## src/hw/tec_regs.svh

```systemverilog
/*
 * Register indices, field positions, reset values and timing counts
 * of the 16-bit timer/event counter.
 * Assumes byte address = 4 * index on the register bus.
 */
`ifndef TEC_REGS_SVH
`define TEC_REGS_SVH
`define TEC_IDX_HIGH 8'h0C
`define TEC_IDX_LOW 8'h0D
`define TEC_IDX_CTRL 8'h0E
`define TEC_IDX_IRQ 8'h0F
`define TEC_CTRL_MODE_HI 7
`define TEC_CTRL_MODE_LO 6
`define TEC_CTRL_EN 4
`define TEC_CTRL_EDGE 3
`define TEC_IRQ_FLAG 6
`define TEC_IRQ_IE 0
`define TEC_CTRL_RST 8'h08
`define TEC_IRQ_RST 8'h00
`define TEC_CTRL_MASK 8'hD8
`define TEC_IRQ_MASK 8'h41
`define TEC_CLK_HZ 100000000
`define TEC_PRESCALE 4
`define TEC_TOP 16'hFFFF
`endif

```

## src/hw/tec_pkg.sv

```systemverilog
/*
 * Types shared by the timer/event counter: modes, measure states and
 * the register-bus request carrier.
 * Assumes the constants header is included by the design file.
 */
package tec_pkg;
    typedef enum logic [1:0] {
        MODE_OFF = 2'h0,
        MODE_EVENT = 2'h1,
        MODE_TIMER = 2'h2,
        MODE_PULSE = 2'h3
    } tec_mode_t;

    typedef enum logic [1:0] {
        PW_WAIT = 2'h1,
        PW_MEAS = 2'h2
    } tec_pw_t;

    typedef struct packed {
        logic sel;
        logic en;
        logic wr;
        logic [11:0] addr;
        logic [31:0] wdata;
    } tec_apb_req_t;
endpackage : tec_pkg

```

## src/hw/tec_top.sv

```systemverilog
/*
 * 16-bit count-up timer/event counter with preload, byte access
 * through a low-byte buffer, and an APB register slave.
 * Assumes all inputs are synchronous to CORE_CLK_I.
 */
// The implementer's own choice: the APB slave port.
// What this block does
// - sixteen-bit up-counter, clocked from the pin or internally
// - timer and pulse modes advance at system clock over four
// - event mode counts selected pin edges
// - low byte write fills only the low buffer
// - high byte write loads whole preload from it and buffer
// - high byte read latches counter low byte into buffer
// - low byte read returns the buffer
// - control bits 7:6 select event, timer or pulse mode
// - control bit 3 picks rising (0) or falling (1) edge
// - overflow past FFFF reloads preload and sets request flag
// - pulse mode counts from active edge until level returns
// - pulse mode is edge triggered, not level triggered
// - one measurement only until enable is set again
// - pulse mode overflow reloads and requests as well
// - counting only while control bit 4 is set
// - enable auto-clears only at pulse measurement end
// - overflow is a wake-up event
// - interrupt enable at zero suppresses service in every mode
// - preload write while stopped also loads the counter
// - preload write while running leaves counter alone
// - reading the high byte blocks the count clock
// - control bits 2:0 and 5 read as zero
`timescale 1ns/100ps
`include "tec_regs.svh"

module tec_top #(
    parameter int PRESCALE = `TEC_PRESCALE
) (
    input wire logic CORE_CLK_I,
    input wire logic RST_N_I,
    input wire logic PSEL_I,
    input wire logic PENABLE_I,
    input wire logic PWRITE_I,
    input wire logic [11:0] PADDR_I,
    input wire logic [31:0] PWDATA_I,
    output logic [31:0] PRDATA_O,
    output logic PREADY_O,
    output logic PSLVERR_O,
    input wire logic EVENT_PIN_I,
    output logic IRQ_O,
    output logic WAKE_O,
    output logic [15:0] COUNT_O
);
    localparam logic [1:0] PS_LAST = 2'(PRESCALE - 1);

    function automatic logic idx_hit(input logic [11:0] a, input logic [7:0] idx);
        idx_hit = (a[1:0] == 2'h0) && (a[11:2] == {2'h0, idx});
    endfunction : idx_hit

    tec_pkg::tec_apb_req_t req;
    assign req = '{sel: PSEL_I, en: PENABLE_I, wr: PWRITE_I,
                   addr: PADDR_I, wdata: PWDATA_I};

    logic [15:0] count;
    logic [15:0] preload;
    logic [7:0] low_buf;
    logic [7:0] ctrl;
    logic [7:0] irq_reg;
    logic [1:0] ps_cnt;
    logic pin_prev;
    tec_pkg::tec_pw_t pw_state;

    // bus decode
    wire hit_high = idx_hit(req.addr, `TEC_IDX_HIGH);
    wire hit_low = idx_hit(req.addr, `TEC_IDX_LOW);
    wire hit_ctrl = idx_hit(req.addr, `TEC_IDX_CTRL);
    wire hit_irq = idx_hit(req.addr, `TEC_IDX_IRQ);
    wire mapped = hit_high | hit_low | hit_ctrl | hit_irq;
    wire access = req.sel & req.en;
    wire first_acc = access & ~PREADY_O;
    wire done = access & PREADY_O;
    wire wr_done = done & req.wr & mapped;
    wire rd_done = done & ~req.wr & mapped;
    wire wr_high = wr_done & hit_high;
    wire wr_low = wr_done & hit_low;
    wire wr_ctrl = wr_done & hit_ctrl;
    wire wr_irq = wr_done & hit_irq;
    wire rd_high = rd_done & hit_high;

    // control fields
    tec_pkg::tec_mode_t mode;
    assign mode = tec_pkg::tec_mode_t'(ctrl[`TEC_CTRL_MODE_HI:`TEC_CTRL_MODE_LO]);
    wire enable = ctrl[`TEC_CTRL_EN];
    wire edge_polarity = ctrl[`TEC_CTRL_EDGE];
    wire irq_enable = irq_reg[`TEC_IRQ_IE];
    wire irq_flag = irq_reg[`TEC_IRQ_FLAG];

    wire tick = (ps_cnt == PS_LAST);
    wire [1:0] next_ps = tick ? 2'h0 : ps_cnt + 2'h1;

    wire rise = EVENT_PIN_I & ~pin_prev;
    wire fall = ~EVENT_PIN_I & pin_prev;
    wire act_edge = edge_polarity ? fall : rise;
    wire back_edge = edge_polarity ? rise : fall;

    // read of the high byte holds the count clock
    wire blk = access & ~req.wr & hit_high;

    // pulse measurement start and end, edges only
    wire pw_mode = (mode == tec_pkg::MODE_PULSE);
    wire pw_start = pw_mode & enable & (pw_state == tec_pkg::PW_WAIT) & act_edge;
    wire pw_end = pw_mode & (pw_state == tec_pkg::PW_MEAS) & back_edge;
    wire pw_run = pw_mode & enable & (pw_state == tec_pkg::PW_MEAS);

    // source by mode; mode 00 never advances
    logic src;
    always_comb begin
        case (mode)
            tec_pkg::MODE_EVENT: src = act_edge;
            tec_pkg::MODE_TIMER: src = tick;
            tec_pkg::MODE_PULSE: src = tick & pw_run;
            default: src = 1'b0;
        endcase
    end

    // enable gates counting; one counter for all modes
    wire adv = src & enable & ~blk;
    wire ovf = adv & (count == `TEC_TOP);

    wire [15:0] run_next = ovf ? preload : count + 16'h0001;
    wire [15:0] next_preload = wr_high ? {req.wdata[7:0], low_buf} : preload;

    // stopped: write reaches the counter; running: not
    logic [15:0] next_count;
    always_comb begin
        if (wr_high && !enable) begin
            next_count = next_preload;
        end else if (adv) begin
            next_count = run_next;
        end else begin
            next_count = count;
        end
    end

    // low write to buffer; high read latches live low byte
    wire [7:0] next_low_buf = wr_low ? req.wdata[7:0] :
                              rd_high ? count[7:0] : low_buf;

    // hardware clears enable only at pulse end; software wins
    wire [7:0] ctrl_wr = req.wdata[7:0] & `TEC_CTRL_MASK;
    wire [7:0] pw_clr = {3'h7, ~pw_end, 4'hF};
    wire [7:0] next_ctrl = wr_ctrl ? ctrl_wr : ctrl & pw_clr;

    // flag set wins over software clear
    wire [7:0] irq_wr = req.wdata[7:0] & `TEC_IRQ_MASK;
    wire [7:0] irq_kept = wr_irq ? (irq_wr & irq_reg) | (irq_wr & 8'h01) : irq_reg;
    wire [7:0] next_irq = {irq_kept[7], irq_kept[6] | ovf, irq_kept[5:0]};

    // wait state only re-arms via a fresh enable
    logic [1:0] next_pw;
    always_comb begin
        case (pw_state)
            tec_pkg::PW_WAIT: next_pw = pw_start ? tec_pkg::PW_MEAS : tec_pkg::PW_WAIT;
            tec_pkg::PW_MEAS: next_pw = (pw_end || !pw_mode || !enable) ?
                                        tec_pkg::PW_WAIT : tec_pkg::PW_MEAS;
            default: next_pw = tec_pkg::PW_WAIT;
        endcase
    end

    // low read gives buffer; unused control bits zero
    logic [7:0] rd_val;
    always_comb begin
        case (1'b1)
            hit_high: rd_val = count[15:8];
            hit_low: rd_val = low_buf;
            hit_ctrl: rd_val = ctrl & `TEC_CTRL_MASK;
            hit_irq: rd_val = irq_reg & `TEC_IRQ_MASK;
            default: rd_val = 8'h00;
        endcase
    end

    always_ff @(posedge CORE_CLK_I or negedge RST_N_I) begin
        if (!RST_N_I) begin
            count <= 16'h0000;
            preload <= 16'h0000;
            low_buf <= 8'h00;
            ctrl <= `TEC_CTRL_RST;
            irq_reg <= `TEC_IRQ_RST;
            ps_cnt <= 2'h0;
            pin_prev <= 1'b0;
            pw_state <= tec_pkg::PW_WAIT;
        end else begin
            count <= next_count;
            preload <= next_preload;
            low_buf <= next_low_buf;
            ctrl <= next_ctrl;
            irq_reg <= next_irq;
            ps_cnt <= next_ps;
            pin_prev <= EVENT_PIN_I;
            pw_state <= tec_pkg::tec_pw_t'(next_pw);
        end
    end

    // bus answer: one wait state, registered outputs
    always_ff @(posedge CORE_CLK_I or negedge RST_N_I) begin
        if (!RST_N_I) begin
            PREADY_O <= 1'b0;
            PSLVERR_O <= 1'b0;
            PRDATA_O <= 32'h0000_0000;
        end else begin
            PREADY_O <= first_acc;
            PSLVERR_O <= first_acc & ~mapped;
            PRDATA_O <= (first_acc & ~req.wr) ? {24'h00_0000, rd_val} : 32'h0000_0000;
        end
    end

    // wake pulse on overflow; enable gates the request
    always_ff @(posedge CORE_CLK_I or negedge RST_N_I) begin
        if (!RST_N_I) begin
            IRQ_O <= 1'b0;
            WAKE_O <= 1'b0;
            COUNT_O <= 16'h0000;
        end else begin
            IRQ_O <= next_irq[`TEC_IRQ_FLAG] & next_irq[`TEC_IRQ_IE];
            WAKE_O <= ovf;
            COUNT_O <= next_count;
        end
    end
endmodule : tec_top

```

## config.mk

```make
export PLATFORM = sky130hd
export DESIGN_NAME = tec_top
export DESIGN_NICKNAME = d
export VERILOG_FILES = /design/src/hw/tec_pkg.sv /design/src/hw/tec_top.sv
export VERILOG_INCLUDE_DIRS = /design/src /design/src/hw
export SDC_FILE = /design/constraint.sdc
export NUM_CORES = 1
export LEC_CHECK = 0
export BUFFER_PORTS_ARGS = -buffer_cell sky130_fd_sc_hd__buf_2
export CAP_MARGIN = 20
export CORE_AREA = 5 5 91 93
export CTS_BUF_LIST = sky130_fd_sc_hd__clkbuf_8
export CTS_CLUSTER_SIZE = 28
export DETAILED_ROUTE_END_ITERATION = 10
export DIE_AREA = 0 0 96 98
export PLACE_DENSITY = 0.81
export SYNTH_ARGS = -nofsm -noshare
export SYNTH_HDL_FRONTEND = slang
export SYNTH_SLANG_ARGS = --single-unit
```

## constraint.sdc

```tcl
create_clock -name CORE_CLK_I -period 2.2 [get_ports CORE_CLK_I]
set_clock_uncertainty 0.2 [all_clocks]
set_input_delay 0.22 -clock CORE_CLK_I [delete_from_list [all_inputs] [get_ports CORE_CLK_I]]
set_output_delay 0.22 -clock CORE_CLK_I [all_outputs]
set_load 0.005 [all_outputs]
```

==> key figures, run 1 <==
Yosys
  – Post-synth top area cell: dfrtp_1
  – Post-Synth XOR/XNOR Area: 0.0151
  – Top post-synthesis cells by area: dfrtp_1 (44%), mux2_2 (6.8%), buf_4 (5.8%), mux2i_1 (5.2%), a221o_1 (3.2%)
  – Mux contribution to synthesized area: 0.126
  – Top cell type's share of synthesized area: 0.439
  – Compound-Gate Fraction of Synth Area: 0.127
  – Distinct cell type count after synthesis: 54
  – YS warnings: 0
  – Post-synthesis adder-cell area fraction: 0.0144
  – Seq cells post-synth: 63
  – Synth Area in Simple Gates: 0.176
  – Syn avg cell area: roughly 10 um2
  – Seq/Total Area, Yosys: 0.454
  – Post-Syn Area: around 3500 um2
  – Main combinational cell family by area after synthesis: simple AND/OR/NAND/NOR gates
  – Cell count after synthesis: 334
  – Number of synthesized flops with an enable pin: 0
  – Ys flop type: dfrtp_1
  – Synth async-reset ratio: 1.00

GRT
  – Initial antenna violation count: 0
  – Vias in the first global route: 3074
  – First-pass GRT wire length: ~16 mm
  – GRT Max-Usage Layer: met2
  – Total GRT Usage: 0.217
  – Met1 Usage GRT: 0.287
  – GRT met3 Usage: 0.0501
  – Largest net degree at the start of global routing: 40
  – Met2 global-route usage: 0.345
  – Overflow after GRT: 0

Clock network
  – Clk_lat worst skew: 0.35 ns
  – TritonCTS clock tree: built
  – Register clock-pin slew on the reported worst setup and hold paths: 0.07 ns
  – Root buf cell: clkbuf_8
  – Clock sink count: 63
  – Clock tree buffer depth: 2
  – H-tree levels: 3
  – TritonCTS buffer count: 9

Floorplanning
  – Chip height: 98 um
  – Die Wd: between 90 and 100 um
  – Ports: 102
  – Core Box Area: roughly 7400 um2
  – Starting Density: 0.467
  – Die Footprint: 9410 um2
  – Std-Cell Rows: 32

Detailed routing
  – Routed WL: about 11 mm
  – Residual DRC: 0
  – TritonRoute pass-1 iters: 5
  – DR WL/cell: 18.5 um
  – Antenna Nets Post-Route: 0
  – Vias per cell: between 5 and 6
  – 1st-iter DRT viols: 361
  – Via count: 3293

Placement
  – Dpl cells: 528
  – Final Wtd Congestion: around 0.96
  – Hpwl dp: between 7 and 8 mm
  – Port Buf Inserts: 53

Final layout
  – Nets: 519
  – Fraction of layout cells with a size suffix above 1: 0.385
  – Area Overhead vs Synth: 37.5%
  – Area of the multi-input gates: 1770 um2
  – # diodes: 0
  – Layout Utilization: 0.642
  – Most common cell after layout, fill and taps aside: dfrtp_1
  – Non-filler cells, final: 572
  – Biggest regs: COUNT_O: 16 flops, preload: 16 flops
  – Most frequent cells in the layout: dfrtp_1 (61), buf_4 (56), buf_2 (53)
  – Number of fill cells: 574
  – FF/Latch Area: 1580 um2

Timing
  – Final setup TNS: -0.0202 ns
  – Final hold vios: 0
  – Slew @ Worst Pin: 0.567 ns
  – Max Freq: roughly 450 MHz
  – Final Max Slew Viols: 0
  – Final Cycle Share: 1.01
  – Final setup viols: 1
  – Rel. slew slack: 0.612
  – Fin crit period: between 2 and 2.5 ns
  – Unrepaired setup endpoints after global routing: yes
  – Worst Setup Slack, final: -0.0202 ns

Critical path
  – Worst setup SP type: register
  – Worst EP required: 2.29 ns
  – Max FO, Critical Path: 7
  – Critical path type: reg2reg
  – Worst EP arrival: 2.31 ns
  – Flop2flop setup slack: -0.02 ns
  – Worst setup EP type: register

Power
  – Max VDD drop: 0.353 mV
  – PwrDens: 660 nW/um2
  – P_leak: 2.37 nW

Flow run
  – Max Cap Viol: 0

Outcome
  – Status: finished with violations
  – Violations in the final reports: negative setup slack

Hold path
  – Hold WC Path Type: in2reg
[cells in the mapped netlist (2+ instances only)]
| cell type | n |
|---|---|
| a21oi_1 | 10 |
| mux2_2 | 21 |
| nand3_1 | 6 |
| ha_1 | 4 |
| dfrtp_1 | 61 |
| nand2_1 | 25 |
| nor4_2 | 2 |
| or3_1 | 3 |
| buf_4 | 27 |
| nor4_1 | 5 |
| nand4bb_1 | 2 |
| buf_2 | 4 |
| a211oi_1 | 7 |
| nor2b_1 | 5 |
| a22oi_1 | 4 |
| mux2i_1 | 18 |
| and3_1 | 6 |
| o21ai_0 | 17 |
| nand4_1 | 7 |
| or4_4 | 2 |
| inv_1 | 14 |
| clkbuf_1 | 3 |
| and4_1 | 3 |
| a221o_1 | 11 |
| nor2_1 | 23 |
| dfstp_2 | 2 |
| xnor2_1 | 5 |
| nor3_1 | 11 |
[stage by stage]
stage          area (um2)  hold slack, ns  setup slack [ns]  total power [mW]
2_1_floorplan        3580          -0.276            -0.122              1.61
3_5_place_dp         4220          0.0512            -0.311              1.95
5_1_grt              4780          0.0965           -0.0424              3.29
6_report             4780           0.101           -0.0202              3.16
3_3_place_gp         4220          0.0453            -0.274              1.93
4_1_cts              4600          0.0835           0.00850              3.12
[final cells by class]
cell class | instances | area share
inverters | 14 | 0.0110
clock inverters | 6 | 0.0194
multi-input cells | 244 | 0.370
repair buffers | 133 | 0.214
clock buffers | 10 | 0.0288
flip-flops and latches | 63 | 0.330
well taps | 102 | 0.0267
[final timing paths]
kind,to,startpoint,cells after the start
setup / recovery,COUNT_O[11],ctrl[3],7
hold / removal,PRDATA_O[1],PADDR_I[3],3
setup reg to reg,COUNT_O[11],ctrl[3],7
hold reg to reg,ps_cnt[0],ps_cnt[0],1
max in group asynchronous,pw_state[0],RST_N_I,3
min in group asynchronous,low_buf[0],RST_N_I,2
[logic make-up (layout without fill, tap and decap cells)]
family | count (synthesis) | in the layout
and+or+nand+nor | 108 | 108
AOI/OAI and AO/OA | 62 | 62
xor gates and xnor gates | 6 | 6
other | 1 | 24
muxes | 40 | 40
adders and majority gates | 4 | 4
buffers and inverters | 50 | 163
DFF | 63 | 63
[power breakdown]
| group | internal [mW] | total [mW] | leakage, nW | switching [mW] |
|---|---|---|---|---|
| Combinational | 0.333 | 0.714 | 1.44 | 0.380 |
| Clock | 0.674 | 1.16 | 0.109 | 0.483 |
| Sequential | 1.23 | 1.29 | 0.822 | 0.0579 |
| Total | 2.24 | 3.16 | 2.37 | 0.921 |
[critical path: stages, from the launching register on]
cell and delay (ns):
dfstp_2 0.56, and3b_2 0.24, o21ai_4 0.07, a211o_1 0.34, buf_12 0.15, buf_4 0.17, a211oi_1 0.26, a221o_1 0.16
[what timing repair did]
action,in CTS,in global routing
endpoints found under the hold margin,50,0
gates cloned,0,0
resized for setup,4,19
buffers inserted,2,15
setup endpoints to repair,16,17
hold buffers,12,0
pin swaps,3,7
[layer usage]
metal  routed length, um  share of wire  vias to the layer above
met5                   0              0                        -
met4                 284          0.027                        0
met3                1020          0.097                       35
met2                5050           0.48                      203
met1                4220           0.40                     1613
li1                    -              -                     1442
(Power assumes the default switching activity.)
==> run 2, diff against run 1 <==
- CELL_PAD_IN_SITES_DETAIL_PLACEMENT: unset -> 1
- CELL_PAD_IN_SITES_GLOBAL_PLACEMENT: unset -> 1
- CORE_AREA: 5 5 91 93 -> 5 5 103 105
- CTS_CLUSTER_SIZE: 28 -> unset
- DIE_AREA: 0 0 96 98 -> 0 0 108 110
- PLACE_DENSITY: 0.81 -> 0.82
==> key figures, run 2 (same netlist as run 1, synthesis figures left out) <==
Outcome
  – Status: finished with violations
  – Violations in the final reports: negative setup slack

Detailed routing
  – WL met2: approximately 6.7 mm
  – Met3 routed WL: 793 um
  – Residual DRC: 0
  – Antenna Nets Post-Route: 0
  – Routed WL: ~13 mm
  – Top Metal Used: met4
  – Vias per cell: 5.65
  – TritonRoute pass-1 iters: 4
  – Via count: 3346
  – 1st-iter DRT viols: 283
  – DR WL/cell: 22.0 um
  – Routed length on met1: roughly 5.0 mm

Timing
  – Fin crit period: 2.27 ns
  – Worst Setup Slack, final: -0.0724 ns
  – Unrepaired setup endpoints after global routing: yes
  – Slew @ Worst Pin: between 0.5 and 0.6 ns
  – Final Max Slew Viols: 0
  – Max Freq: between 400 and 500 MHz
  – Final setup TNS: -0.0724 ns
  – Final Cycle Share: 1.03
  – Rel. slew slack: 0.613
  – Final hold vios: 0
  – Final setup viols: 1

Clock network
  – Register clock-pin slew on the reported worst setup and hold paths: 0.08 ns
  – TritonCTS clock tree: built
  – Clk_lat worst skew: 0.36 ns
  – Clock sink count: 63
  – H-tree levels: 3
  – Root buf cell: clkbuf_8
  – TritonCTS buffer count: 9
  – Clock tree buffer depth: 2

Power
  – Max VDD drop: 0.262 mV
  – P_leak: 2.34 nW
  – Total design power: 3.32 mW
  – PwrDens: 695 nW/um2

Final layout
  – Area Overhead vs Synth: 37.2%
  – Nets: 508
  – Final Instance Area: 4770 um2
  – Biggest regs: COUNT_O: 16 flops, preload: 16 flops
  – Most frequent cells in the layout: dfrtp_1 (61), buf_2 (52), buf_4 (46)
  – # diodes: 0
  – Layout Utilization: 0.500
  – Most common cell after layout, fill and taps aside: dfrtp_1
  – Fraction of layout cells with a size suffix above 1: 0.377

Floorplanning
  – Ports: 102
  – Core Box Area: 9550 um2
  – Die Wd: around 110 um
  – Starting Density: 0.364
  – Std-Cell Rows: 36
  – Die Footprint: 11900 um2
  – Chip height: 110 um

Critical path
  – Worst EP required: 2.29 ns
  – Worst EP arrival: approximately 2.4 ns
  – R2R depth: 7
  – Worst setup SP type: register
  – Max FO, Critical Path: 6
  – Critical path type: reg2reg
  – Flop2flop setup slack: -0.07 ns
  – Worst setup EP type: register
  – Reg-to-Reg Start: ctrl[3]
  – Capture instance of the worst register-to-register path: COUNT_O[9]

Hold path
  – Hold Startpoint: PWDATA_I[0]
  – Hold EP: low_buf[0]
  – Hold Path Depth: 3
  – Hold WC Path Type: in2reg

Placement
  – Pre-CTS setup slack: -0.348 ns
  – Hpwl dp: 8.12 mm
  – Area after DPL: between 4000 and 5000 um2
  – Final Wtd Congestion: 0.894
  – Port Buf Inserts: 53

GRT
  – Initial antenna violation count: 0
  – Largest net degree at the start of global routing: 64
  – Overflow after GRT: 0
  – Vias in the first global route: 3586
  – First-pass GRT wire length: about 20 mm
  – Total GRT Usage: 0.218

Flow run
  – Max Cap Viol: 0
-- run 2: layout make-up --
cell class / count / area, um2
Clock inverter: 7 / 120
Fill cell: 1085 / 4780
Inverter: 14 / 52.6
Multi-Input combinational cell: 245 / 1810
Clock buffer: 9 / 124
Timing Repair Buffer: 121 / 921
Tap cell: 133 / 166
Sequential cell: 63 / 1580
-- run 2: critical path: stages, from the launching register on --
cell and delay, ns:
dfstp_2 0.57, and3b_2 0.22, o21ai_2 0.09, a211o_1 0.34, buf_12 0.15, buf_12 0.12, a211oi_1 0.31, a221o_1 0.19
-- run 2: metal layers --
layer | GRT usage | vias to the layer above
met4 | 0.107 | 0
met2 | 0.381 | 177
met3 | 0.0367 | 44
li1 | - | 1412
met5 | 0 | -
met1 | 0.262 | 1713
-- run 2: timing repair --
action / 4_1_cts / 5_1_grt
setup endpoints to repair: 16 / 15
hold buffers: 11 / 0
gates resized for setup: 6 / 21
pin swaps: 4 / 3
setup buffers: 5 / 4
hold endpoints to repair: 88 / 0
gates cloned: 1 / 0
-- run 2: stage by stage --
stage | hold slack [ns] | cells
floorplan | -0.276 | 357
global placement | 0.0565 | 555
detailed placement | 0.0628 | 555
CTS | 0.0133 | 588
global route | 0.0317 | 592
finish | 0.0160 | 592
-- run 2: worst max-delay path by stage --
stage	slack, ns	startpoint	end	cells past startpoint
5_1_grt	-0.16	ctrl[3]	COUNT_O[9]	7
3_5_place_dp	-0.35	PADDR_I[9]	COUNT_O[3]	7
3_3_place_gp	-0.29	PADDR_I[9]	COUNT_O[0]	7
4_1_cts	0.01	ctrl[3]	COUNT_O[4]	7
6_report	-0.07	ctrl[3]	COUNT_O[9]	7
2_1_floorplan	-0.12	PADDR_I[9]	COUNT_O[11]	6
-- run 2: where the power goes --
part           internal (mW)  total, mW  leakage (nW)  switching [mW]
clock network          0.756       1.28         0.120           0.524
registers               1.23       1.30         0.822          0.0660
logic                  0.328      0.743          1.40           0.415
total                   2.31       3.32          2.34            1.00
==> run 3, diff against run 2 <==
- CORE_AREA: 5 5 103 105 -> 5 5 99 101
- DIE_AREA: 0 0 108 110 -> 0 0 104 106
- PLACE_DENSITY: 0.82 -> 0.85
- SKIP_CTS_REPAIR_TIMING: unset -> 1
- clock period: 2.2 -> 2.19 ns (I/O delays scaled with it)
==> key figures, run 3 (same netlist as run 1, synthesis figures left out) <==
Hold path
  – Hold WC Path Type: in2reg
  – Hold Path Depth: 3

Critical path
  – Worst EP arrival: 2.45 ns
  – Worst setup EP type: register
  – Cell depth of the worst setup path: 8
  – Worst setup SP type: register
  – R2R depth: 8
  – Critical path cell sequence: inv_1, ha_2, o211ai_1, buf_4, a211oi_4, buf_12, and3_4, o31ai_2
  – Cell family with most CP delay: compound AO/OA/AOI/OAI gates
  – Slowest-stage cell, CP: dfstp_2
  – Worst EP required: between 2 and 2.5 ns
  – Max FO, Critical Path: 8
  – Max stage delay on crit path: about 0.53 ns
  – Critical path type: reg2reg
  – WP buf/inv: 3

GRT
  – Largest net degree at the start of global routing: 24
  – First-pass GRT wire length: 18.7 mm
  – Total GRT Usage: 0.214
  – Overflow after GRT: 0
  – Initial antenna violation count: 1
  – Vias in the first global route: ~3400

Timing
  – Final hold vios: 2
  – Final hold slack: -0.0328 ns
  – Final setup TNS: -1.98 ns
  – Fin crit period: 2.41 ns
  – Unrepaired setup endpoints after global routing: yes
  – Max Freq: 416 MHz
  – Final Max Slew Viols: 0
  – Final setup viols: 18
  – Final Cycle Share: 1.10
  – Slew @ Worst Pin: 0.549 ns
  – Worst Setup Slack, final: -0.215 ns
  – Rel. slew slack: 0.634

Floorplanning
  – Chip height: 106 um
  – Starting Density: 0.389
  – Core Box Area: 8930 um2
  – Std-Cell Rows: 35
  – Die Wd: 104 um
  – Die Footprint: 11000 um2
  – Ports: 102

Clock network
  – H-tree levels: 3
  – Clock sink count: 63
  – Root buf cell: clkbuf_8
  – TritonCTS clock tree: built
  – Register clock-pin slew on the reported worst setup and hold paths: 0.08 ns
  – Clock tree buffer depth: 2
  – Clk_lat worst skew: roughly 0.36 ns
  – TritonCTS buffer count: 9

Power
  – PwrDens: 647 nW/um2
  – Sequential share of power: 0.412
  – Switching share of power: 0.318
  – Total design power: 3.16 mW
  – Max VDD drop: 0.276 mV
  – P_int: about 2.2 mW
  – Clock share of power: 0.336
  – Combinational cell fraction of total power: 0.252
  – Switching power of the nets: 1.01 mW
  – P_leak: between 2 and 2.5 nW

Final layout
  – Most common cell after layout, fill and taps aside: dfrtp_1
  – Fraction of layout cells with a size suffix above 1: 0.417
  – Biggest regs: COUNT_O: 16 flops, preload: 16 flops
  – Area Overhead vs Synth: 40.4%
  – Layout Utilization: 0.547
  – Nets: 520
  – Non-filler cells, final: between 500 and 600
  – Most frequent cells in the layout: dfrtp_1 (61), buf_4 (54), buf_2 (52)

Detailed routing
  – 1st-iter DRT viols: 182
  – Vias per cell: 5.85
  – Routed WL: roughly 14 mm
  – TritonRoute pass-1 iters: 4
  – DR WL/cell: 24.9 um
  – Residual DRC: 0
  – Antenna Nets Post-Route: 0
  – Via count: 3404

Placement
  – Dpl cells: 536
  – Port Buf Inserts: 53
  – Pre-CTS setup slack: -0.330 ns
  – Final Wtd Congestion: 0.864
  – Hpwl dp: 8.18 mm

Flow run
  – Max Cap Viol: 0

Outcome
  – Status: finished with violations
  – Violations in the final reports: negative hold slack, negative setup slack
==> run 3: cell count changes in the layout (fill, tap and decap cells not counted), moves of 3 or more <==
cell and delta:
nor4_2 +3, nor2_4 +3, buf_4 +8, nor2_1 -4
==> run 3: worst min-delay path, stage by stage <==
cell     delay, ns
buf_2         0.11
nand2_1       0.11
nor3_1        0.06
==> run 3: through the flow <==
step                      instance area (um2)  hold WS [ns]
final                                    4880       -0.0328
after detailed placement                 4180        0.0343
after global placement                   4180        0.0198
after CTS                                4380        -0.347
after floorplan                          3580        -0.277
after global routing                     4880      -0.00438
==> run 3: worst paths after layout <==
check	startpoint	endpoint	slack (ns)
min reg2reg	ps_cnt[0]	ps_cnt[0]	0.25
min in group asynchronous	RST_N_I	WAKE_O	0.19
max in group asynchronous	RST_N_I	COUNT_O[8]	0.88
min	PSEL_I	PSLVERR_O	-0.03
max	pw_state[0]	COUNT_O[12]	-0.22
max reg2reg	pw_state[0]	COUNT_O[12]	-0.22
==> run 3: layout make-up <==
cell class                      instances  area (um2)
Clock inverter                          4        45.0
Tap cell                              111         139
Multi-Input combinational cell        245        1860
Antenna cell                            1        2.50
Sequential cell                        63        1580
Clock buffer                           11         151
Inverter                               14        52.6
Fill cell                             993        4050
Timing Repair Buffer                  133        1050
==> run 3: metal layers <==
layer | wire length [um] | up-vias | track usage | part of all wire
met2 | 7270 | 187 | 0.361 | 0.50
met5 | 0 | - | 0 | 0
met1 | 5620 | 1741 | 0.264 | 0.39
met4 | 449 | 0 | 0.0879 | 0.031
met3 | 1140 | 34 | 0.0510 | 0.079
li1 | - | 1442 | - | -
==> run 3: power by group through the flow <==
stage | registers, mW | logic, mW | clock network [mW]
floorplan | 1.37 | 0.255 | 0
global placement | 1.30 | 0.638 | 0
detailed placement | 1.31 | 0.665 | 0
CTS | 1.29 | 0.677 | 1.05
global route | 1.30 | 0.843 | 1.11
finish | 1.30 | 0.796 | 1.06
